`src/hdl/apms_params.svh`:
```
// Constants of the ADC power-mode sequencer: field positions, reset values, timing.
// Assumes a single system clock whose rate is given here in MHz.
`ifndef APMS_PARAMS_SVH
`define APMS_PARAMS_SVH

`define APMS_CLK_MHZ 100
`define APMS_CTRL_W 8
`define APMS_CTRL_RESET 8'h00
`define APMS_PM_HI_BIT 1
`define APMS_PM_LO_BIT 0
`define APMS_MODE_CS_CTRL 2'h0
`define APMS_MODE_NORMAL 2'h1
`define APMS_MODE_AUTO_SHUT 2'h2
`define APMS_MODE_AUTO_STBY 2'h3
`define APMS_CTRL_EDGES 5'h08
`define APMS_SAMPLE_EDGE 5'h02
`define APMS_XFER_EDGES 5'h10
`define APMS_WAKE_SHUT_NS 5000
`define APMS_WAKE_STBY_NS 1000
`define APMS_WAKE_SHUT_CYC ((`APMS_WAKE_SHUT_NS * `APMS_CLK_MHZ + 999) / 1000)
`define APMS_WAKE_STBY_CYC ((`APMS_WAKE_STBY_NS * `APMS_CLK_MHZ + 999) / 1000)
`define APMS_WAKE_W 10

`endif

```
`src/hdl/apms_pkg.sv`:
```
// Types shared by the ADC power-mode sequencer modules.
// Assumes apms_params.svh is on the include path.
`include "apms_params.svh"

package apms_pkg;

    typedef enum logic [1:0] {
        APMS_PWR_OFF,
        APMS_PWR_STANDBY,
        APMS_PWR_WAKING,
        APMS_PWR_ON
    } apms_pwr_t;

    typedef struct packed {
        logic [2:0] stage1;
        logic [2:0] stage2;
        logic [1:0] prev;
    } apms_sync_t;

    typedef struct packed {
        apms_pwr_t pwr;
        logic [`APMS_WAKE_W-1:0] wake_cnt;
        logic [4:0] rise_cnt;
        logic fall_seen;
        logic [`APMS_CTRL_W-1:0] shift;
        logic [`APMS_CTRL_W-1:0] ctrl;
        logic sample;
        logic done;
        logic abort;
        logic early;
    } apms_state_t;

endpackage

```
`src/hdl/apms_link_if.sv`:
```
// Carrier for the synchronised serial-link events between the sequencer's modules.
// Assumes all signals are on sys_clk.
`timescale 1ns/100ps
`default_nettype none

interface apms_link_if;
    logic cs_low;
    logic din;
    logic cs_fall;
    logic cs_rise;
    logic sclk_rise;
    logic sclk_fall;

    modport src (output cs_low, output din, output cs_fall, output cs_rise, output sclk_rise, output sclk_fall);
    modport dst (input cs_low, input din, input cs_fall, input cs_rise, input sclk_rise, input sclk_fall);
endinterface

`default_nettype wire

```
`src/hdl/apms_link_sync.sv`:
```
// Two-flop synchronisers for the serial pins and edge detection on the system clock.
// Assumes sys_clk runs well above twice the serial clock rate.
`timescale 1ns/100ps
`default_nettype none

module apms_link_sync
    import apms_pkg::*;
(
    input wire logic sys_clk,
    input wire logic reset,
    input wire logic ce,
    input wire logic cs_n,
    input wire logic sclk,
    input wire logic din,
    apms_link_if.src lk
);

    apms_sync_t r;
    apms_sync_t next_r;

    // Bit 2 is chip select, bit 1 the serial clock, bit 0 the data; the first stage
    // feeds only the second so a metastable sample never reaches the edge logic.
    always_comb begin
        next_r = r;
        next_r.stage1 = {cs_n, sclk, din};
        next_r.stage2 = r.stage1;
        next_r.prev = r.stage2[2:1];
    end

    always_ff @(posedge sys_clk or posedge reset) begin
        if (reset) begin
            r <= '{stage1: 3'h6, stage2: 3'h6, prev: 2'h3};
        end else if (ce) begin
            r <= next_r;
        end
    end

    assign lk.cs_low = ~r.stage2[2];
    assign lk.din = r.stage2[0];
    assign lk.cs_fall = r.prev[1] & ~r.stage2[2];
    assign lk.cs_rise = ~r.prev[1] & r.stage2[2];
    assign lk.sclk_rise = ~r.prev[0] & r.stage2[1];
    assign lk.sclk_fall = r.prev[0] & ~r.stage2[1];

endmodule // apms_link_sync

`default_nettype wire

```
`src/hdl/apms_seq.sv`:
```
// Power-mode sequencer of a serial ADC: loads the control byte from the link and
// powers the converter up and down on chip-select and serial-clock edges.
// Assumes the serial pins are asynchronous to sys_clk and are synchronised here.
`timescale 1ns/100ps
`default_nettype none
`include "apms_params.svh"

module apms_seq
    import apms_pkg::*;
(
    input wire logic sys_clk,
    input wire logic reset,
    input wire logic ce,
    input wire logic cs_n,
    input wire logic sclk,
    input wire logic din,
    input wire logic ext_ref,
    output var apms_pwr_t power_state,
    output logic [`APMS_CTRL_W-1:0] ctrl_reg,
    output logic power_mode_hi,
    output logic power_mode_lo,
    output logic sample_pulse,
    output logic conv_done,
    output logic conv_abort,
    output logic sample_early
);

    // ----------------------------------------------------------------------
    // Link synchronisation
    // ----------------------------------------------------------------------

    // Every serial pin passes the synchronisers first, so each link event reaches the
    // sequencer two system clocks after the pin moves.
    apms_link_if lk();

    apms_link_sync u_sync (
        .sys_clk(sys_clk),
        .reset(reset),
        .ce(ce),
        .cs_n(cs_n),
        .sclk(sclk),
        .din(din),
        .lk(lk.src)
    );

    // ----------------------------------------------------------------------
    // Sequencer state
    // ----------------------------------------------------------------------

    // Wake times are rounded up to whole system clocks, so a wake never ends early.
    localparam logic [`APMS_WAKE_W-1:0] WAKE_SHUT = `APMS_WAKE_W'(`APMS_WAKE_SHUT_CYC);
    localparam logic [`APMS_WAKE_W-1:0] WAKE_STBY = `APMS_WAKE_W'(`APMS_WAKE_STBY_CYC);

    apms_state_t r;
    apms_state_t next_r;
    logic [1:0] mode;

    // The external reference skips the slow reference settling, so it wakes as fast
    // as standby does.
    function automatic logic [`APMS_WAKE_W-1:0] wake_time(input apms_pwr_t from, input logic ext);
        wake_time = (from == APMS_PWR_STANDBY || ext) ? WAKE_STBY : WAKE_SHUT;
    endfunction

    // Off and standby both need a full wake before the converter may sample; a wake
    // already under way is left to finish.
    function automatic logic powered_down(input apms_pwr_t p);
        powered_down = (p == APMS_PWR_OFF) || (p == APMS_PWR_STANDBY);
    endfunction

    // Both automatic modes share the upper mode bit; they differ only in how deep the
    // converter sleeps once a conversion ends.
    function automatic logic auto_mode(input logic [1:0] m);
        auto_mode = m[1];
    endfunction

    assign mode = {r.ctrl[`APMS_PM_HI_BIT], r.ctrl[`APMS_PM_LO_BIT]};

    always_comb begin
        next_r = r;
        next_r.sample = 1'b0;
        next_r.done = 1'b0;
        next_r.abort = 1'b0;
        next_r.early = 1'b0;

        // The wake counter runs down on its own; a later branch may still cut the
        // wake short, since a power-down decision outranks an unfinished wake.
        unique case (r.pwr)
            APMS_PWR_WAKING: begin
                if (r.wake_cnt <= `APMS_WAKE_W'(1)) begin
                    next_r.pwr = APMS_PWR_ON;
                end else begin
                    next_r.wake_cnt = r.wake_cnt - `APMS_WAKE_W'(1);
                end
            end
            APMS_PWR_OFF, APMS_PWR_STANDBY, APMS_PWR_ON: begin
            end
        endcase

        // Normal mode needs no link event: once loaded it wakes the converter and keeps
        // it awake whatever select does.
        if (mode == `APMS_MODE_NORMAL && powered_down(r.pwr)) begin
            next_r.pwr = APMS_PWR_WAKING;
            next_r.wake_cnt = wake_time(r.pwr, ext_ref);
        end

        // Select edges take priority over a serial clock edge found in the same cycle.
        if (lk.cs_fall) begin
            next_r.rise_cnt = 5'h00;
            next_r.fall_seen = 1'b0;
            if (mode == `APMS_MODE_CS_CTRL && powered_down(r.pwr)) begin
                next_r.pwr = APMS_PWR_WAKING;
                next_r.wake_cnt = wake_time(r.pwr, ext_ref);
            end
        end else if (lk.cs_rise) begin
            // In the automatic modes a select edge only restarts the count; a conversion
            // cut here simply never reports done.
            if (mode == `APMS_MODE_CS_CTRL) begin
                next_r.pwr = APMS_PWR_OFF;
                next_r.abort = (r.rise_cnt >= `APMS_SAMPLE_EDGE);
            end
            next_r.rise_cnt = 5'h00;
            next_r.fall_seen = 1'b0;
        end else if (lk.cs_low) begin
            // Only the first falling edge of a conversion may start a wake; done clears the flag,
            // so with select still low the next falling edge can wake the converter again.
            if (lk.sclk_fall && !r.fall_seen) begin
                next_r.fall_seen = 1'b1;
                if (auto_mode(mode) && powered_down(r.pwr)) begin
                    next_r.pwr = APMS_PWR_WAKING;
                    next_r.wake_cnt = wake_time(r.pwr, ext_ref);
                end
            end

            if (lk.sclk_rise) begin
                next_r.rise_cnt = r.rise_cnt + 5'h01;
                if (r.rise_cnt < `APMS_CTRL_EDGES) begin
                    next_r.shift = {r.shift[`APMS_CTRL_W-2:0], lk.din};
                end
                // The whole byte lands at once at the eighth edge, so a transfer cut
                // short leaves the previous mode in force.
                if (r.rise_cnt == `APMS_CTRL_EDGES - 5'h01) begin
                    next_r.ctrl = {r.shift[`APMS_CTRL_W-2:0], lk.din};
                end
                // The early flag tells the host that it sampled before the wake was over.
                if (r.rise_cnt == `APMS_SAMPLE_EDGE - 5'h01) begin
                    next_r.sample = 1'b1;
                    next_r.early = (r.pwr != APMS_PWR_ON);
                end
                // Select held low starts a fresh conversion, so the count wraps here.
                if (r.rise_cnt == `APMS_XFER_EDGES - 5'h01) begin
                    next_r.done = 1'b1;
                    next_r.rise_cnt = 5'h00;
                    next_r.fall_seen = 1'b0;
                    if (mode == `APMS_MODE_AUTO_SHUT) begin
                        next_r.pwr = APMS_PWR_OFF;
                    end else if (mode == `APMS_MODE_AUTO_STBY) begin
                        next_r.pwr = APMS_PWR_STANDBY;
                    end
                end
            end
        end
    end

    // While ce is low every field holds; link edges that pass meanwhile are not seen.
    always_ff @(posedge sys_clk or posedge reset) begin
        if (reset) begin
            r <= '{
                pwr: APMS_PWR_OFF,
                wake_cnt: '0,
                rise_cnt: 5'h00,
                fall_seen: 1'b0,
                shift: '0,
                ctrl: `APMS_CTRL_RESET,
                sample: 1'b0,
                done: 1'b0,
                abort: 1'b0,
                early: 1'b0
            };
        end else if (ce) begin
            r <= next_r;
        end
    end

    // ----------------------------------------------------------------------
    // Outputs
    // ----------------------------------------------------------------------

    // Every output is a field of the state register, so each comes straight from a
    // flip-flop and no glitch of the next-state logic reaches a pin; the price is one
    // cycle of latency after each link event.
    assign power_state = r.pwr;
    assign ctrl_reg = r.ctrl;
    assign power_mode_hi = r.ctrl[`APMS_PM_HI_BIT];
    assign power_mode_lo = r.ctrl[`APMS_PM_LO_BIT];
    assign sample_pulse = r.sample;
    assign conv_done = r.done;
    assign conv_abort = r.abort;
    assign sample_early = r.early;

endmodule // apms_seq

`default_nettype wire

```
`config.mk`:
```
export PLATFORM = sky130hd
export DESIGN_NAME = apms_seq
export DESIGN_NICKNAME = d
export VERILOG_FILES = /design/src/hdl/apms_pkg.sv /design/src/hdl/apms_link_if.sv /design/src/hdl/apms_link_sync.sv /design/src/hdl/apms_seq.sv
export VERILOG_INCLUDE_DIRS = /design/src /design/src/hdl
export SDC_FILE = /design/constraint.sdc
export NUM_CORES = 1
export LEC_CHECK = 0
export BUFFER_PORTS_ARGS = -buffer_cell sky130_fd_sc_hd__buf_4
export CORE_ASPECT_RATIO = 0.7
export CORE_UTILIZATION = 59
export DETAILED_ROUTE_END_ITERATION = 10
export PLACE_DENSITY = 0.83
export REMOVE_ABC_BUFFERS = 1
export SYNTH_ARGS = -nofsm -noshare
export SYNTH_HDL_FRONTEND = slang
export SYNTH_SLANG_ARGS = --single-unit
```
`constraint.sdc`:
```
create_clock -name sys_clk -period 2.9 [get_ports sys_clk]
set_clock_uncertainty 0.05 [all_clocks]
set_input_delay 0.29 -clock sys_clk [delete_from_list [all_inputs] [get_ports sys_clk]]
set_output_delay 0.29 -clock sys_clk [all_outputs]
set_load 0.05 [all_outputs]
```
# Yosys cells after proc, flatten, opt, wreduce, memory -nomap -nowiden
# Index checks and enable logic that the tools add are counted.
dict set report op_classes {
  n_bitwise 10
  n_reduce_logical 14
  mux 33
  n_eq_ne 10
  order_cmp 3
  addsub 2
}
# op count
set ops {}
lappend ops {{12-bit 2-to-1 mux} 5}
lappend ops {{36-bit 2-to-1 mux} 1}
lappend ops {{24-bit 2-to-1 mux} 1}
lappend ops {{10-bit 2-to-1 mux} 2}
lappend ops {{18-bit 2-to-1 mux} 1}
lappend ops {{2-bit 2-to-1 mux} 8}
lappend ops {{8-bit 2-to-1 mux} 2}
lappend ops {{6-bit 2-to-1 mux} 2}
lappend ops {{6-bit AND reduction} 2}
lappend ops {{10-bit by 1-bit <= comparator with 1-bit output, second input constant} 1}
lappend ops {{10-bit by 1-bit subtractor with 10-bit output, second input constant} 1}
lappend ops {{1-bit 2-to-1 mux} 9}
lappend ops {{9-bit 2-to-1 mux} 1}
lappend ops {{2-bit equality test, second input constant} 3}
lappend ops {{1-bit NOT} 6}
lappend ops {{5-bit by 1-bit adder with 5-bit output, second input constant} 1}
lappend ops {{5-bit by 1-bit equality test with 1-bit output, second input constant} 1}
lappend ops {{5-bit by 3-bit equality test with 1-bit output, second input constant} 1}
lappend ops {{5-bit by 4-bit equality test with 1-bit output, second input constant} 1}
lappend ops {{5-bit by 2-bit greater-or-equal comparator with 1-bit output, second input constant} 1}
lappend ops {{5-bit by 4-bit less-than comparator with 1-bit output, second input constant} 1}
lappend ops {{1-bit bitwise AND} 4}
lappend ops {{2-bit by 1-bit equality test with 1-bit output, second input constant} 2}
lappend ops {{1-bit logical AND} 4}
lappend ops {{9 further kinds} 11}
dict set report totals {
  ff_bits 46
  inputBits 7
  word_cells 85
  out_inout_bits 16
}

# Depth between registers and ports, before layout
dict set report logic_depth {
  depth_word 13
  mapped_depth 7
  depth_no_buf 6
}

# Cells and area by module
# From an unflattened synthesis, not the netlist that was laid out.
dict set report hier_totals {
  hier_cells 228
  hier_area_um2 2529.9
}
# mod seq_area_each_um2 cells_per_inst area_each_um2 n_inst
set by_module_without_submodules {}
lappend by_module_without_submodules {apms_seq 925.9 205 2158.3 1}
lappend by_module_without_submodules {apms_link_sync 207.7 23 371.6 1}

# Worst setup path after synthesis
# No wires, ideal clock.
dict set report synth_timing {
  kind {register to register}
  from {register u_sync.r (netlist bit u_sync.next_r[1])}
  to {register r (netlist bit ctrl_reg[0])}
  setup_time_ns 0.125
  setup_slack_ns 0.717
  synth_period_minus_slack_ns 2.183
  arrival_ns 2.008
  n_path_buf 1
  path_stages_with_launch 8
  required_ns 2.725
  path_cell_list {dfstp_2 > inv_1 > ha_1 > nor3_4 > nand4_4 > or2_1 > buf_6 > mux2_4}
}
dict set report synth_via {
  elab_chain_cells 4
  word_cells_on_any_way 6
  classes_between {bitwise (5); reduce/logical (1)}
}
# item line
set synth_rtl {}
lappend synth_rtl {{from (decl)} apms_link_sync.sv:18} ;# apms_sync_t r;
lappend synth_rtl {{from (signal assigned)} apms_link_sync.sv:32} ;# r <= '{stage1: 3'h6, stage2: 3'h6, prev: 2'h3};
lappend synth_rtl {{from (signal assigned)} apms_link_sync.sv:34} ;# r <= next_r;
lappend synth_rtl {{1-bit NOT (no line)} n/a}
lappend synth_rtl {{1-bit bitwise AND} apms_link_sync.sv:40} ;# assign lk.cs_fall = r.prev[1] & ~r.stage2[2];
lappend synth_rtl {{1-bit NOT (no line)} n/a}
lappend synth_rtl {{6-bit AND reduction (no line) (*)} n/a}
lappend synth_rtl {{to (signal assigned)} apms_seq.sv:167} ;# r <= '{
lappend synth_rtl {{to (signal assigned)} apms_seq.sv:180} ;# r <= next_r;
lappend synth_rtl {{to (decl)} apms_seq.sv:54} ;# apms_state_t r;
# Every way passes the cells marked *; elsewhere a longest branch is shown, timed or not.
# A chain may end at the register's enable or synchronous reset.

# Worst setup path in the final report
dict set report layout_timing {
  from {register u_sync.r (netlist bit u_sync.next_r[1])}
  to {register r (netlist bit ctrl_reg[7])}
}
# Same word-level chain as after synthesis.

==> run summary <==
Clock network
- CTS H-tree depth: 2
- number of buffers between clock root and the deepest sink: 2
- post-cts hold buffer count: 0
- number of sinks handled by clock tree synthesis: 45
- number of CTS-inserted buffers: 5
- number of gates resized after CTS: 0
- clock-pin slew reported for the worst setup and hold paths after clock tree synthesis: 0.09 ns
- insertion delay to the later sink of the worst-skew pair: 0.30 ns
- number of buffers inserted to repair setup after CTS: 0
- TritonCTS clock tree: done
- Root Buffer: clkbuf_8

Die
- die area: 4550 um2
- starting density of the core: 0.628
- Die Ht: 56.7 um
- Rows: 19
- DIE WIDTH: 80.2 um
- Top-Level Pins: 23
- area of the core: 4020 um2

Placement
- HPWL after detailed placement: 3500 um
- number of cells in the design after placement: 291
- # port buffers: 22
- routability congestion estimate from global placement: 0.859

Global routing
- Overflow after GRT: 0
- all-layer global routing usage: 0.242
- global-route wire length before repair: 8250 um
- vias in the first global route: 1,645
- largest net degree at the start of global routing: 31
- initial antenna violation count: 0

Route
- drt via density: 6.07
- via total after detailed routing: 1,816
- detail-routed net length per standard cell: 16.4 um
- iteration count of the initial detailed-routing pass: 4
- detailed-route wire length: 4900 um
- DRT antenna net count: 0
- initial drt markers: 170
- remaining routing DRC violations: 0

Synthesis
- share of synthesized cell area in full adder, half adder and majority cells: 0.0396
- post-synthesis instance area: 2520 um2
- Cell variety after synth: 62
- register area share after synthesis: 0.449
- Synth Flop Type: dfrtp_1
- total of flip-flops plus latches after synthesis: 45
- mux share of post-synthesis cell area: 0.110
- EDFF count, synth: 0
- Synth Instances: 232
- Warnings, synthesis: 0
- Synth Area in XOR/XNOR: 0.00347
- simple-gate area share of the yosys netlist: 0.202
- Synth Area in Compound Gates: 0.131
- Post-Syn Area per Cell: 10.9 um2
- share of async-settable or async-resettable flops after synthesis: 1.00
- main combinational cell family by area after synthesis: simple AND/OR/NAND/NOR gates

Flow run
- Max Cap Viol: 0

Cells and area
- area growth from synthesis to final layout: 9.46%
- most used cells in the layout excluding fill and tap cells: 39 x dfrtp_1, 23 x buf_4, 14 x inv_1, 13 x nor2_1, 13 x mux2_2
- number of non-filler instances in the completed layout: 299
- commonest non-fill, non-tap cell in the layout: dfrtp_1
- # diodes: 0
- number of fill cells: 317
- flip-flop count of the largest register after layout: 23
- number of nets in the finished design: 261
- share of post-route cells with drive strength above 1: 0.283

Power
- Power per Cell Area: 667 nW/um2
- maximum ir drop on the vdd rail: 0.419 mV
- Static Leak: 1.29 nW

Critical path
- ordered cell list for the critical path: inv_1 > ha_1 > nor3_4 > nand4_4 > or2_1 > mux2_4
- crit start category: flip-flop
- Data required, critical path: 3.04 ns
- startpoint of the most critical setup path: u_sync.next_r[1]
- Max stage delay cell, worst path: dfstp_2
- type of the worst setup path: flip-flop to flip-flop
- critical register-to-register path startpoint: u_sync.next_r[1]
- crit-path max cell delay: 0.63 ns
- worst-path maximum fanout: 9
- data arrival time at the worst-slack endpoint: 2.58 ns
- endpoint kind of the worst setup timing path: flip-flop

STA
- relative max-transition margin: 0.295
- fraction of the cycle the final worst path needs: 0.840
- final setup vio count: 0
- RSZ-0062 raised after global routing: false
- TNS Setup: 0 ns
- achievable clock frequency: 410 MHz
- fin crit period: 2.44 ns
- number of max-slew violations in the final report: 0
- Least-Margin Pin Slew: 1.05 ns
- final hold violation count: 0

Hold path
- HP Class: primary input to asynchronous set/reset pin

Outcome
- status: finished, final reports clean

[final timing paths]
path,slack (ns),cells after the start,to
max,0.46,6,ctrl_reg[7]
min in group sys_clk,0.17,2,u_sync.next_r[2]
max reg2reg,0.46,6,ctrl_reg[7]
min reg2reg,0.46,2,conv_done
min,0.07,2,r[35]
max in group asynchronous,1.97,3,u_sync.next_r[0]
[through the flow]
step           hold slack, ns   util  setup WS, ns  instance area, um2  total power, mW
6_report               0.0656  0.688         0.463                2760             1.84
5_1_grt                 0.118  0.688         0.297                2760             1.96
4_1_cts                0.0985  0.688         0.444                2760             1.85
3_5_place_dp            0.425  0.660         0.469                2650             1.37
3_3_place_gp            0.414  0.660         0.538                2650             1.35
2_1_floorplan           0.314      -         0.661                2410             1.23
[layout make-up]
| cell class | instances | area (um2) | share of cell area |
|---|---|---|---|
| clock inverter | 2 | 38.8 | 0.0140 |
| clock buffer | 6 | 72.6 | 0.0263 |
| timing repair buffer | 23 | 173 | 0.0625 |
| tap | 52 | 65.1 | 0.0235 |
| sequential | 45 | 1130 | 0.410 |
| inverter | 15 | 56.3 | 0.0204 |
| multi-input combinational | 156 | 1220 | 0.443 |
[metal layers]
layer,vias to the layer above,GRT usage,wire length (um),part of all wire
li1,864,-,-,-
met1,864,0.380,2520,0.51
met2,78,0.325,2000,0.41
met3,10,0.0667,322,0.066
met4,0,0.0561,51,0.010
met5,-,0,0,0
[power breakdown]
part	total (mW)	switching (mW)	leakage, nW	internal, mW
registers	0.895	0.143	0.576	0.751
clock network	0.476	0.218	0.0554	0.259
logic	0.472	0.267	0.659	0.205
[critical path: cells and delay by family, from the launching register on]
family	cells	cell delay [ns]
mux	1	0.37
fa+ha+maj	1	0.29
buf+inv	1	0.08
simple gates	3	0.92
flops	1	0.63
[cell families after synthesis]
kind of cell    Yosys count
compound gates           46
buf+inv                  31
mux                      22
xor+xnor                  1
fa+ha+maj                 8
flops                    45
simple gates             79
[Yosys cell counts, types with 3 or more instances]
cell type | instances | share of area
clkbuf_1 | 3 | 0.0045
o21ai_0 | 10 | 0.020
buf_4 | 11 | 0.033
nand4_1 | 5 | 0.012
nand2_1 | 11 | 0.016
nor4_1 | 7 | 0.017
ha_1 | 8 | 0.040
nand3_1 | 3 | 0.0059
nand2b_1 | 3 | 0.0074
nor2_1 | 13 | 0.019
nand3b_1 | 3 | 0.0089
mux2_4 | 8 | 0.048
dfstp_2 | 6 | 0.062
nor3_1 | 6 | 0.012
nor2b_1 | 3 | 0.0074
or2_2 | 4 | 0.0099
a21oi_1 | 8 | 0.016
mux2_2 | 13 | 0.058
dfrtp_1 | 39 | 0.39
inv_1 | 15 | 0.022
Note: power is estimated with default switching activity, not from simulation.
